<file path="src/dpsem_cfg.svh">
// Timing counts and pin constants for the semaphore port controller
`ifndef DPSEM_CFG_SVH
`define DPSEM_CFG_SVH

`define DPSEM_CLK_PERIOD_NS  10
`define DPSEM_SETUP_NS       20
`define DPSEM_SETUP_CYC      ((`DPSEM_SETUP_NS + `DPSEM_CLK_PERIOD_NS - 1) / `DPSEM_CLK_PERIOD_NS)
`define DPSEM_STROBE_NS      30
`define DPSEM_STROBE_CYC     ((`DPSEM_STROBE_NS + `DPSEM_CLK_PERIOD_NS - 1) / `DPSEM_CLK_PERIOD_NS)
`define DPSEM_GAP_NS         20
`define DPSEM_GAP_CYC        ((`DPSEM_GAP_NS + `DPSEM_CLK_PERIOD_NS - 1) / `DPSEM_CLK_PERIOD_NS)
`define DPSEM_TOKEN_COUNT    8
`define DPSEM_IDX_W          3
`define DPSEM_DATA_W         8
`define DPSEM_CNT_W          4
`define DPSEM_TOKEN_BIT      0

`endif

</file>
<file path="src/dpsem_pkg.sv">
// Types for the semaphore port controller
package dpsem_pkg;
  typedef enum logic [1:0] {
    DPSEM_OP_INIT,
    DPSEM_OP_CLAIM,
    DPSEM_OP_RELEASE,
    DPSEM_OP_POLL
  } dpsem_op_t;

  typedef enum {
    DPSEM_IDLE,
    DPSEM_WR_SETUP,
    DPSEM_WR_STROBE,
    DPSEM_WR_GAP,
    DPSEM_RD_SETUP,
    DPSEM_RD_STROBE,
    DPSEM_RD_GAP,
    DPSEM_DONE
  } dpsem_state_t;
endpackage

</file>
<file path="src/dpsem_sync.sv">
// Two-flop synchroniser for the data bus returning from the memory
`timescale 1ns/1ps
`include "dpsem_cfg.svh"

module dpsem_sync (
  // Clock and reset
  input  wire logic                     clk,
  input  wire logic                     rst_b,
  // Data
  input  wire logic [`DPSEM_DATA_W-1:0] d_in,
  output logic      [`DPSEM_DATA_W-1:0] d_out
);
  logic [`DPSEM_DATA_W-1:0] stage_reg;
  logic [`DPSEM_DATA_W-1:0] out_reg;

  always_ff @(posedge clk or negedge rst_b) begin
    if (!rst_b) begin
      stage_reg <= '1;
      out_reg   <= '1;
    end else begin
      stage_reg <= d_in;
      out_reg   <= stage_reg;
    end
  end

  assign d_out = out_reg;
endmodule

</file>
<file path="src/dpsem_ctrl.sv">
// Host-side controller driving one port of a dual-port semaphore block
`timescale 1ns/1ps
`include "dpsem_cfg.svh"

// Notes on behaviour
// The device holds eight token latches apart from its memory array.
// Tokens active low: write zero to request, write one to release.
// Token space selected by select low; address, enable, write as plain memory.
// Only the three lowest address bits pick the latch.
// Only data bit zero carries the written token.
// Zero to a free token: owner reads zero, other port reads one.
// Owner writing one frees the token unless the other side waits.
// A non-owner zero stays pending; that port reads one meanwhile.
// Pending request gains ownership at once when owner releases.
// Reads spread the flag over every data bit.
// Read value is captured when select and output enable go active.
// Drop select or output enable between successive reads.
// Claim by writing zero first, then read back to confirm.
// After failure, keep rereading or write one to withdraw.
// Simultaneous requests grant exactly one port.
// At start, software writes one to all eight tokens.
// Hold memory chip enable high while select is low.
// Latch state is unknown until written; no reset frees tokens.
module dpsem_ctrl (
  // Clock and reset
  input  wire logic                     clk,
  input  wire logic                     rst_b,
  // Command side
  input  wire logic                     cmd_valid,
  input  wire dpsem_pkg::dpsem_op_t     cmd_op,
  input  wire logic [`DPSEM_IDX_W-1:0]  cmd_index,
  output logic                          cmd_ready,
  output logic                          rsp_valid,
  output logic                          rsp_owned,
  // Device pins of one port
  output logic                          token_space_select_n,
  output logic                          mem_enable_n,
  output logic                          write_n,
  output logic                          out_enable_n,
  output logic [`DPSEM_IDX_W-1:0]       token_index,
  output logic [`DPSEM_DATA_W-1:0]      data_out,
  output logic                          data_oe,
  input  wire logic [`DPSEM_DATA_W-1:0] data_in
);
  dpsem_pkg::dpsem_state_t  state_reg, state_next;
  dpsem_pkg::dpsem_op_t     op_reg, op_next;
  logic [`DPSEM_CNT_W-1:0]  cnt_reg, cnt_next;
  logic [`DPSEM_IDX_W-1:0]  idx_reg, idx_next;
  logic                     init_last_reg, init_last_next;
  logic                     sel_n_reg, sel_n_next;
  logic                     we_n_reg, we_n_next;
  logic                     oe_n_reg, oe_n_next;
  logic                     doe_reg, doe_next;
  logic                     dbit_reg, dbit_next;
  logic                     ready_reg, ready_next;
  logic                     rsp_reg, rsp_next;
  logic                     owned_reg, owned_next;
  logic [`DPSEM_DATA_W-1:0] rd_sync;

  // Token bit value written: zero requests, one releases or withdraws
  function automatic logic token_wr_value(input dpsem_pkg::dpsem_op_t op);
    token_wr_value = (op == dpsem_pkg::DPSEM_OP_CLAIM) ? 1'b0 : 1'b1;
  endfunction

  function automatic logic [`DPSEM_CNT_W-1:0] cyc(input int n);
    cyc = `DPSEM_CNT_W'(n - 1);
  endfunction

  dpsem_sync u_sync (
    .clk   (clk),
    .rst_b (rst_b),
    .d_in  (data_in),
    .d_out (rd_sync)
  );

  always_comb begin
    state_next     = state_reg;
    op_next        = op_reg;
    cnt_next       = cnt_reg;
    idx_next       = idx_reg;
    init_last_next = init_last_reg;
    sel_n_next     = sel_n_reg;
    we_n_next      = we_n_reg;
    oe_n_next      = oe_n_reg;
    doe_next       = doe_reg;
    dbit_next      = dbit_reg;
    ready_next     = ready_reg;
    rsp_next       = 1'b0;
    owned_next     = owned_reg;
    case (state_reg)
      dpsem_pkg::DPSEM_IDLE: begin
        ready_next = 1'b1;
        if (cmd_valid && ready_reg) begin
          ready_next     = 1'b0;
          op_next        = cmd_op;
          // Init sweeps every token from index zero
          idx_next       = (cmd_op == dpsem_pkg::DPSEM_OP_INIT) ? '0 : cmd_index;
          init_last_next = 1'b0;
          sel_n_next     = 1'b0;
          cnt_next       = cyc(`DPSEM_SETUP_CYC);
          if (cmd_op == dpsem_pkg::DPSEM_OP_POLL) begin
            state_next = dpsem_pkg::DPSEM_RD_SETUP;
          end else begin
            // Write always precedes the read-back of a claim
            state_next = dpsem_pkg::DPSEM_WR_SETUP;
            doe_next   = 1'b1;
            dbit_next  = token_wr_value(cmd_op);
          end
        end
      end
      dpsem_pkg::DPSEM_WR_SETUP: begin
        if (cnt_reg == '0) begin
          we_n_next  = 1'b0;
          cnt_next   = cyc(`DPSEM_STROBE_CYC);
          state_next = dpsem_pkg::DPSEM_WR_STROBE;
        end else begin
          cnt_next = cnt_reg - 1'b1;
        end
      end
      dpsem_pkg::DPSEM_WR_STROBE: begin
        if (cnt_reg == '0) begin
          we_n_next  = 1'b1;
          cnt_next   = cyc(`DPSEM_GAP_CYC);
          state_next = dpsem_pkg::DPSEM_WR_GAP;
        end else begin
          cnt_next = cnt_reg - 1'b1;
        end
      end
      dpsem_pkg::DPSEM_WR_GAP: begin
        // Select and data outlast the strobe a cycle, so the write never sees data float
        sel_n_next = 1'b1;
        doe_next   = 1'b0;
        if (cnt_reg != '0) begin
          cnt_next = cnt_reg - 1'b1;
        end else if (op_reg == dpsem_pkg::DPSEM_OP_INIT && !init_last_reg) begin
          idx_next       = idx_reg + 1'b1;
          init_last_next = (idx_reg == `DPSEM_IDX_W'(`DPSEM_TOKEN_COUNT - 2));
          sel_n_next     = 1'b0;
          doe_next       = 1'b1;
          cnt_next       = cyc(`DPSEM_SETUP_CYC);
          state_next     = dpsem_pkg::DPSEM_WR_SETUP;
        end else if (op_reg == dpsem_pkg::DPSEM_OP_CLAIM) begin
          sel_n_next = 1'b0;
          cnt_next   = cyc(`DPSEM_SETUP_CYC);
          state_next = dpsem_pkg::DPSEM_RD_SETUP;
        end else begin
          owned_next = 1'b0;
          rsp_next   = 1'b1;
          state_next = dpsem_pkg::DPSEM_DONE;
        end
      end
      dpsem_pkg::DPSEM_RD_SETUP: begin
        if (cnt_reg == '0) begin
          oe_n_next  = 1'b0;
          cnt_next   = cyc(`DPSEM_STROBE_CYC + 2);
          state_next = dpsem_pkg::DPSEM_RD_STROBE;
        end else begin
          cnt_next = cnt_reg - 1'b1;
        end
      end
      dpsem_pkg::DPSEM_RD_STROBE: begin
        if (cnt_reg == '0) begin
          // Flag is spread over all bits; bit zero is enough
          owned_next = ~rd_sync[`DPSEM_TOKEN_BIT];
          oe_n_next  = 1'b1;
          // Both strobes dropped so the next poll sees a fresh value
          sel_n_next = 1'b1;
          cnt_next   = cyc(`DPSEM_GAP_CYC);
          state_next = dpsem_pkg::DPSEM_RD_GAP;
        end else begin
          cnt_next = cnt_reg - 1'b1;
        end
      end
      dpsem_pkg::DPSEM_RD_GAP: begin
        if (cnt_reg == '0) begin
          rsp_next   = 1'b1;
          state_next = dpsem_pkg::DPSEM_DONE;
        end else begin
          cnt_next = cnt_reg - 1'b1;
        end
      end
      dpsem_pkg::DPSEM_DONE: begin
        ready_next = 1'b1;
        state_next = dpsem_pkg::DPSEM_IDLE;
      end
      default: begin
        state_next = dpsem_pkg::DPSEM_IDLE;
      end
    endcase
  end

  always_ff @(posedge clk or negedge rst_b) begin
    if (!rst_b) begin
      state_reg     <= dpsem_pkg::DPSEM_IDLE;
      op_reg        <= dpsem_pkg::DPSEM_OP_INIT;
      cnt_reg       <= '0;
      idx_reg       <= '0;
      init_last_reg <= 1'b0;
      sel_n_reg     <= 1'b1;
      we_n_reg      <= 1'b1;
      oe_n_reg      <= 1'b1;
      doe_reg       <= 1'b0;
      dbit_reg      <= 1'b1;
      ready_reg     <= 1'b0;
      rsp_reg       <= 1'b0;
      owned_reg     <= 1'b0;
    end else begin
      state_reg     <= state_next;
      op_reg        <= op_next;
      cnt_reg       <= cnt_next;
      idx_reg       <= idx_next;
      init_last_reg <= init_last_next;
      sel_n_reg     <= sel_n_next;
      we_n_reg      <= we_n_next;
      oe_n_reg      <= oe_n_next;
      doe_reg       <= doe_next;
      dbit_reg      <= dbit_next;
      ready_reg     <= ready_next;
      rsp_reg       <= rsp_next;
      owned_reg     <= owned_next;
    end
  end

  assign cmd_ready            = ready_reg;
  assign rsp_valid            = rsp_reg;
  assign rsp_owned            = owned_reg;
  assign token_space_select_n = sel_n_reg;
  assign mem_enable_n         = 1'b1;
  assign write_n              = we_n_reg;
  assign out_enable_n         = oe_n_reg;
  assign token_index          = idx_reg;
  assign data_out             = {{(`DPSEM_DATA_W-1){1'b1}}, dbit_reg};
  assign data_oe              = doe_reg;

  write_needs_select_a: assert property (@(posedge clk) disable iff (!rst_b)
    !we_n_reg |-> !sel_n_reg && doe_reg) else $error("write strobe without select or data");

  no_bus_fight_a: assert property (@(posedge clk) disable iff (!rst_b)
    !(doe_reg && !oe_n_reg)) else $error("data driven while device outputs enabled");

  claim_writes_zero_a: assert property (@(posedge clk) disable iff (!rst_b)
    !we_n_reg && op_reg == dpsem_pkg::DPSEM_OP_CLAIM |-> !dbit_reg) else $error("claim not zero");

  release_writes_one_a: assert property (@(posedge clk) disable iff (!rst_b)
    !we_n_reg && op_reg != dpsem_pkg::DPSEM_OP_CLAIM |-> dbit_reg) else $error("release not one");

  read_after_write_a: assert property (@(posedge clk) disable iff (!rst_b)
    $fell(oe_n_reg) && op_reg == dpsem_pkg::DPSEM_OP_CLAIM |-> state_reg == dpsem_pkg::DPSEM_RD_STROBE)
    else $error("claim read in wrong phase");

  strobes_drop_a: assert property (@(posedge clk) disable iff (!rst_b)
    $rose(oe_n_reg) |-> sel_n_reg) else $error("select held across reads");

  owned_capture_a: assert property (@(posedge clk) disable iff (!rst_b)
    $rose(oe_n_reg) |-> owned_reg == ~$past(rd_sync[0])) else $error("owned flag mismatch");

  init_sweep_a: assert property (@(posedge clk) disable iff (!rst_b)
    state_reg == dpsem_pkg::DPSEM_IDLE && cmd_valid && ready_reg && cmd_op == dpsem_pkg::DPSEM_OP_INIT
    |-> ##1 idx_reg == 3'h0) else $error("init not from index zero");
endmodule

</file>
<file path="config.mk">
export PLATFORM = sky130hd
export DESIGN_NAME = dpsem_ctrl
export DESIGN_NICKNAME = d
export VERILOG_FILES = /design/src/dpsem_pkg.sv /design/src/dpsem_sync.sv /design/src/dpsem_ctrl.sv
export VERILOG_INCLUDE_DIRS = /design/src
export SDC_FILE = /design/constraint.sdc
export NUM_CORES = 1
export LEC_CHECK = 0
export BUFFER_PORTS_ARGS = -buffer_cell sky130_fd_sc_hd__buf_4
export CORE_MARGIN = 8
export CORE_UTILIZATION = 25
export CTS_BUF_LIST = sky130_fd_sc_hd__clkbuf_8
export CTS_CLUSTER_SIZE = 8
export DETAILED_ROUTE_END_ITERATION = 8
export PLACE_DENSITY = 0.54
export SLEW_MARGIN = 25
export SYNTH_ARGS = -nofsm -noshare
export SYNTH_HDL_FRONTEND = slang
export SYNTH_SLANG_ARGS = --single-unit
</file>
<file path="constraint.sdc">
create_clock -name clk -period 2.1 [get_ports clk]
set_input_delay 0.21 -clock clk [delete_from_list [all_inputs] [get_ports clk]]
set_output_delay 0.21 -clock clk [all_outputs]
set_load 0.05 [all_outputs]
</file>
==> out/metrics.csv <==
stage;metric;value;unit
logic_synthesis;Synth Flop Type;dfrtp_1;
power;maximum vdd drop;0.702;mV
route;WL final;3860;µm
route;Initial DRC Count;44;
die;initial core utilization;0.259;
setup_path;WP data required;2260;ps
placement;detailed-placement wirelength estimate;2770;µm
sta;Final Hold Fails;0;
logic_synthesis;EDFF count, synth;0;
die;I/O pins;35;
sta;maximum clock rate;513;MHz
setup_path;CP Capture Type;register;
placement;gp weighted congestion;0.798;
min_path;class of the worst hold path;input pin to register;
power;Power Dens Cells;1530;nW/µm²
layout;fraction of layout cells with a size suffix above 1;0.286;
logic_synthesis;synthesized cell area;1550;µm²
die;die area;8950;µm²
sta;Worst Skew;6.06;ps
clock_tree;post-CTS setup buffer count;0;
grt;met1 GRT Util;0.117;
setup_path;WS Path Type;register to register;
grt;largest net degree at the start of global routing;24;
run_status;status;finished clean;
clock_tree;Reg clk slew, reported paths;90;ps
setup_path;critical path fanouts, max;5;
layout;fin area;1810;µm²
sta;post-route minimum period;1950;ps
setup_path;CP top delay family;simple AND/OR/NAND/NOR gates;
setup_path;crit path DAT;2100;ps
sta;Final Max Slew Viols;0;
layout;max FFs per register;4;
sta;TNS Setup;0;ps
setup_path;CP peak stage delay;440;ps
setup_path;Critical Path Source Type;register;
clock_tree;Num CTS Buffers;3;
grt;met3 Use GR;0.0222;
grt;GRT met2 Usage;0.154;
layout;commonest non-fill, non-tap cell in the layout;buf_4;
logic_synthesis;sequential area share after synthesis;0.377;
grt;vias in the first global route;1329;
grt;global route overflow;0;
die;floorplan die width;94.6;µm
logic_synthesis;synth unique cells;52;
die;Die H;94.6;µm
layout;Area growth syn-to-layout;17.4;%
logic_synthesis;Syn Area/Cell;9.37;µm²
route;Pre-Repair DR Iteration Count;4;
setup_path;setup slack, reg-to-reg;150;ps
logic_synthesis;FF+latch count, synth;23;
route;wire length per cell;14.8;µm
logic_synthesis;Yosys warnings;0;
die;standard-cell row count;28;
grt;initial antenna violation count;0;
placement;PortBufs;19;
layout;Final Non-Filler Cells;260;
placement;Placed Area;1750;µm²
route;DR vias;1276;
die;Core Region;5960;µm²
setup_path;crit path buf inv count;1;
route;via/cell ratio;4.91;
placement;post-placement cell count;255;
layout;commonest non-fill, non-tap cells in the layout;buf_4, dfrtp_1, o21ai_0, nand2_1;
logic_synthesis;asr flop ratio synth;1.00;
flow_run;number of max-cap violations;0;
setup_path;crit path cell chain;inv_2 -> ha_1 -> nor3b_4 -> a31oi_1 -> or3_4 -> mux2_4;
clock_tree;CTS tree;done;
grt;first-pass GRT wire length;6650;µm
clock_tree;TritonCTS Sinks;23;
clock_tree;clk root buf;clkbuf_8;
layout;antenna fix cells;0;
grt;total track usage;0.0923;
setup_path;slowest CP cell;dfrtp_1;
sta;# setup viols final;0;
clock_tree;CTS H-tree depth;1;
logic_synthesis;Cells after Synth;165;
grt;GR peak layer;met2;
clock_tree;CTS max path bufs;2;
clock_tree;Clk Latency, worst-skew pair;270;ps
route;Residual DRC;0;
route;Routed Antenna Nets;0;
sta;unrepaired setup endpoints after global routing;false;
sta;share of the clock period used by the worst path;0.927;
layout;Net count, final;206;
power;Leak;0.776;nW
-- Yosys cell counts (2+ instances only) --
cell type	count	area (µm²)
dfrtp_1	17	425
o21ai_0	15	75.1
nand2_1	12	45.0
buf_4	11	82.6
nor2_1	8	30.0
a21oi_1	7	35.0
inv_1	7	26.3
buf_2	6	30.0
dfstp_2	6	158
mux2_2	5	56.3
nand3_1	5	25.0
a31oi_1	4	25.0
ha_1	4	50.1
nor2b_1	4	25.0
nor3_1	4	20.0
nand3b_1	3	22.5
o21ai_1	3	15.0
a211oi_1	2	15.0
a41oi_1	2	17.5
and3_1	2	12.5
clkbuf_1	2	7.51
mux2_4	2	30.0
nand2b_1	2	12.5
o31a_1	2	17.5
o31ai_1	2	15.0
o41ai_1	2	17.5
-- area by class of cell --
| type | count | area, µm² |
|---|---|---|
| inverters | 7 | 26.3 |
| fillers | 652 | 4140 |
| clock buffers | 3 | 41.3 |
| flip-flops and latches | 23 | 583 |
| clock inverters | 1 | 5.00 |
| multi-input cells | 123 | 848 |
| well taps | 75 | 93.8 |
| repair buffers | 28 | 216 |
-- where the power goes --
part	internal (W)	total [W]	switching, W
registers	0.000632	0.000856	0.000224
clock network	0.000133	0.000287	0.000155
logic	0.000659	0.00163	0.000970
-- repair_timing --
| item | in CTS | in global routing |
|---|---|---|
| endpoints found under the setup margin | 0 | 1 |
| gates resized for setup | 0 | 3 |
| hold buffers | 1 | 0 |
| hold endpoints to repair | 17 | 0 |
-- logic make-up (layout without fill, tap and decap cells) --
| family | count (synthesis) | in the layout | share of synthesized area |
|---|---|---|---|
| and+or+nand+nor | 52 | 52 | 0.199 |
| AOI/OAI and AO/OA | 51 | 51 | 0.232 |
| buffers and inverters | 26 | 39 | 0.0947 |
| DFF | 23 | 23 | 0.377 |
| muxes | 7 | 7 | 0.0559 |
| adders and majority gates | 4 | 4 | 0.0324 |
| other | 1 | 8 | 0.00243 |
| xor gates and xnor gates | 1 | 1 | 0.00567 |
-- final timing paths --
| kind | to | depth (start not counted) | start |
|---|---|---|---|
| worst min register to register | u_sync.d_out[0]$_DFF_PN1_ | 0 | u_sync.stage_reg[0]$_DFF_PN1_ |
| min in group asynchronous | cnt_reg[3]$_DFFE_PN0P_ | 2 | rst_b |
| max in group asynchronous | write_n$_DFFE_PN1P_ | 2 | rst_b |
| worst max register to register | token_index[1]$_DFFE_PN0P_ | 6 | cnt_reg[0]$_DFFE_PN0P_ |
| worst min-delay path | u_sync.stage_reg[0]$_DFF_PN1_ | 1 | data_in[0] |
| worst max-delay path | token_index[1]$_DFFE_PN0P_ | 6 | cnt_reg[0]$_DFFE_PN0P_ |
-- stage by stage --
stage / hold slack, ps / util / total power [W] / setup WS, ps
2_1_floorplan: -85.6 / - / 0.00206 / 282
3_3_place_gp: 129 / 0.293 / 0.00245 / 163
3_5_place_dp: 134 / 0.293 / 0.00246 / 165
4_1_cts: 28.1 / 0.303 / 0.00277 / 147
5_1_grt: 19.7 / 0.305 / 0.00302 / 34.9
6_report: 42.5 / 0.305 / 0.00277 / 152
-- layer usage --
| layer | routed length (µm) | vias to the layer above |
|---|---|---|
| met1 | 1850 | 620 |
| met3 | 166 | 2 |
| met5 | 0 | - |
| met4 | 21 | 0 |
| met2 | 1820 | 25 |
| li1 | - | 629 |
No activity file was read; power rests on OpenSTA's default activity.
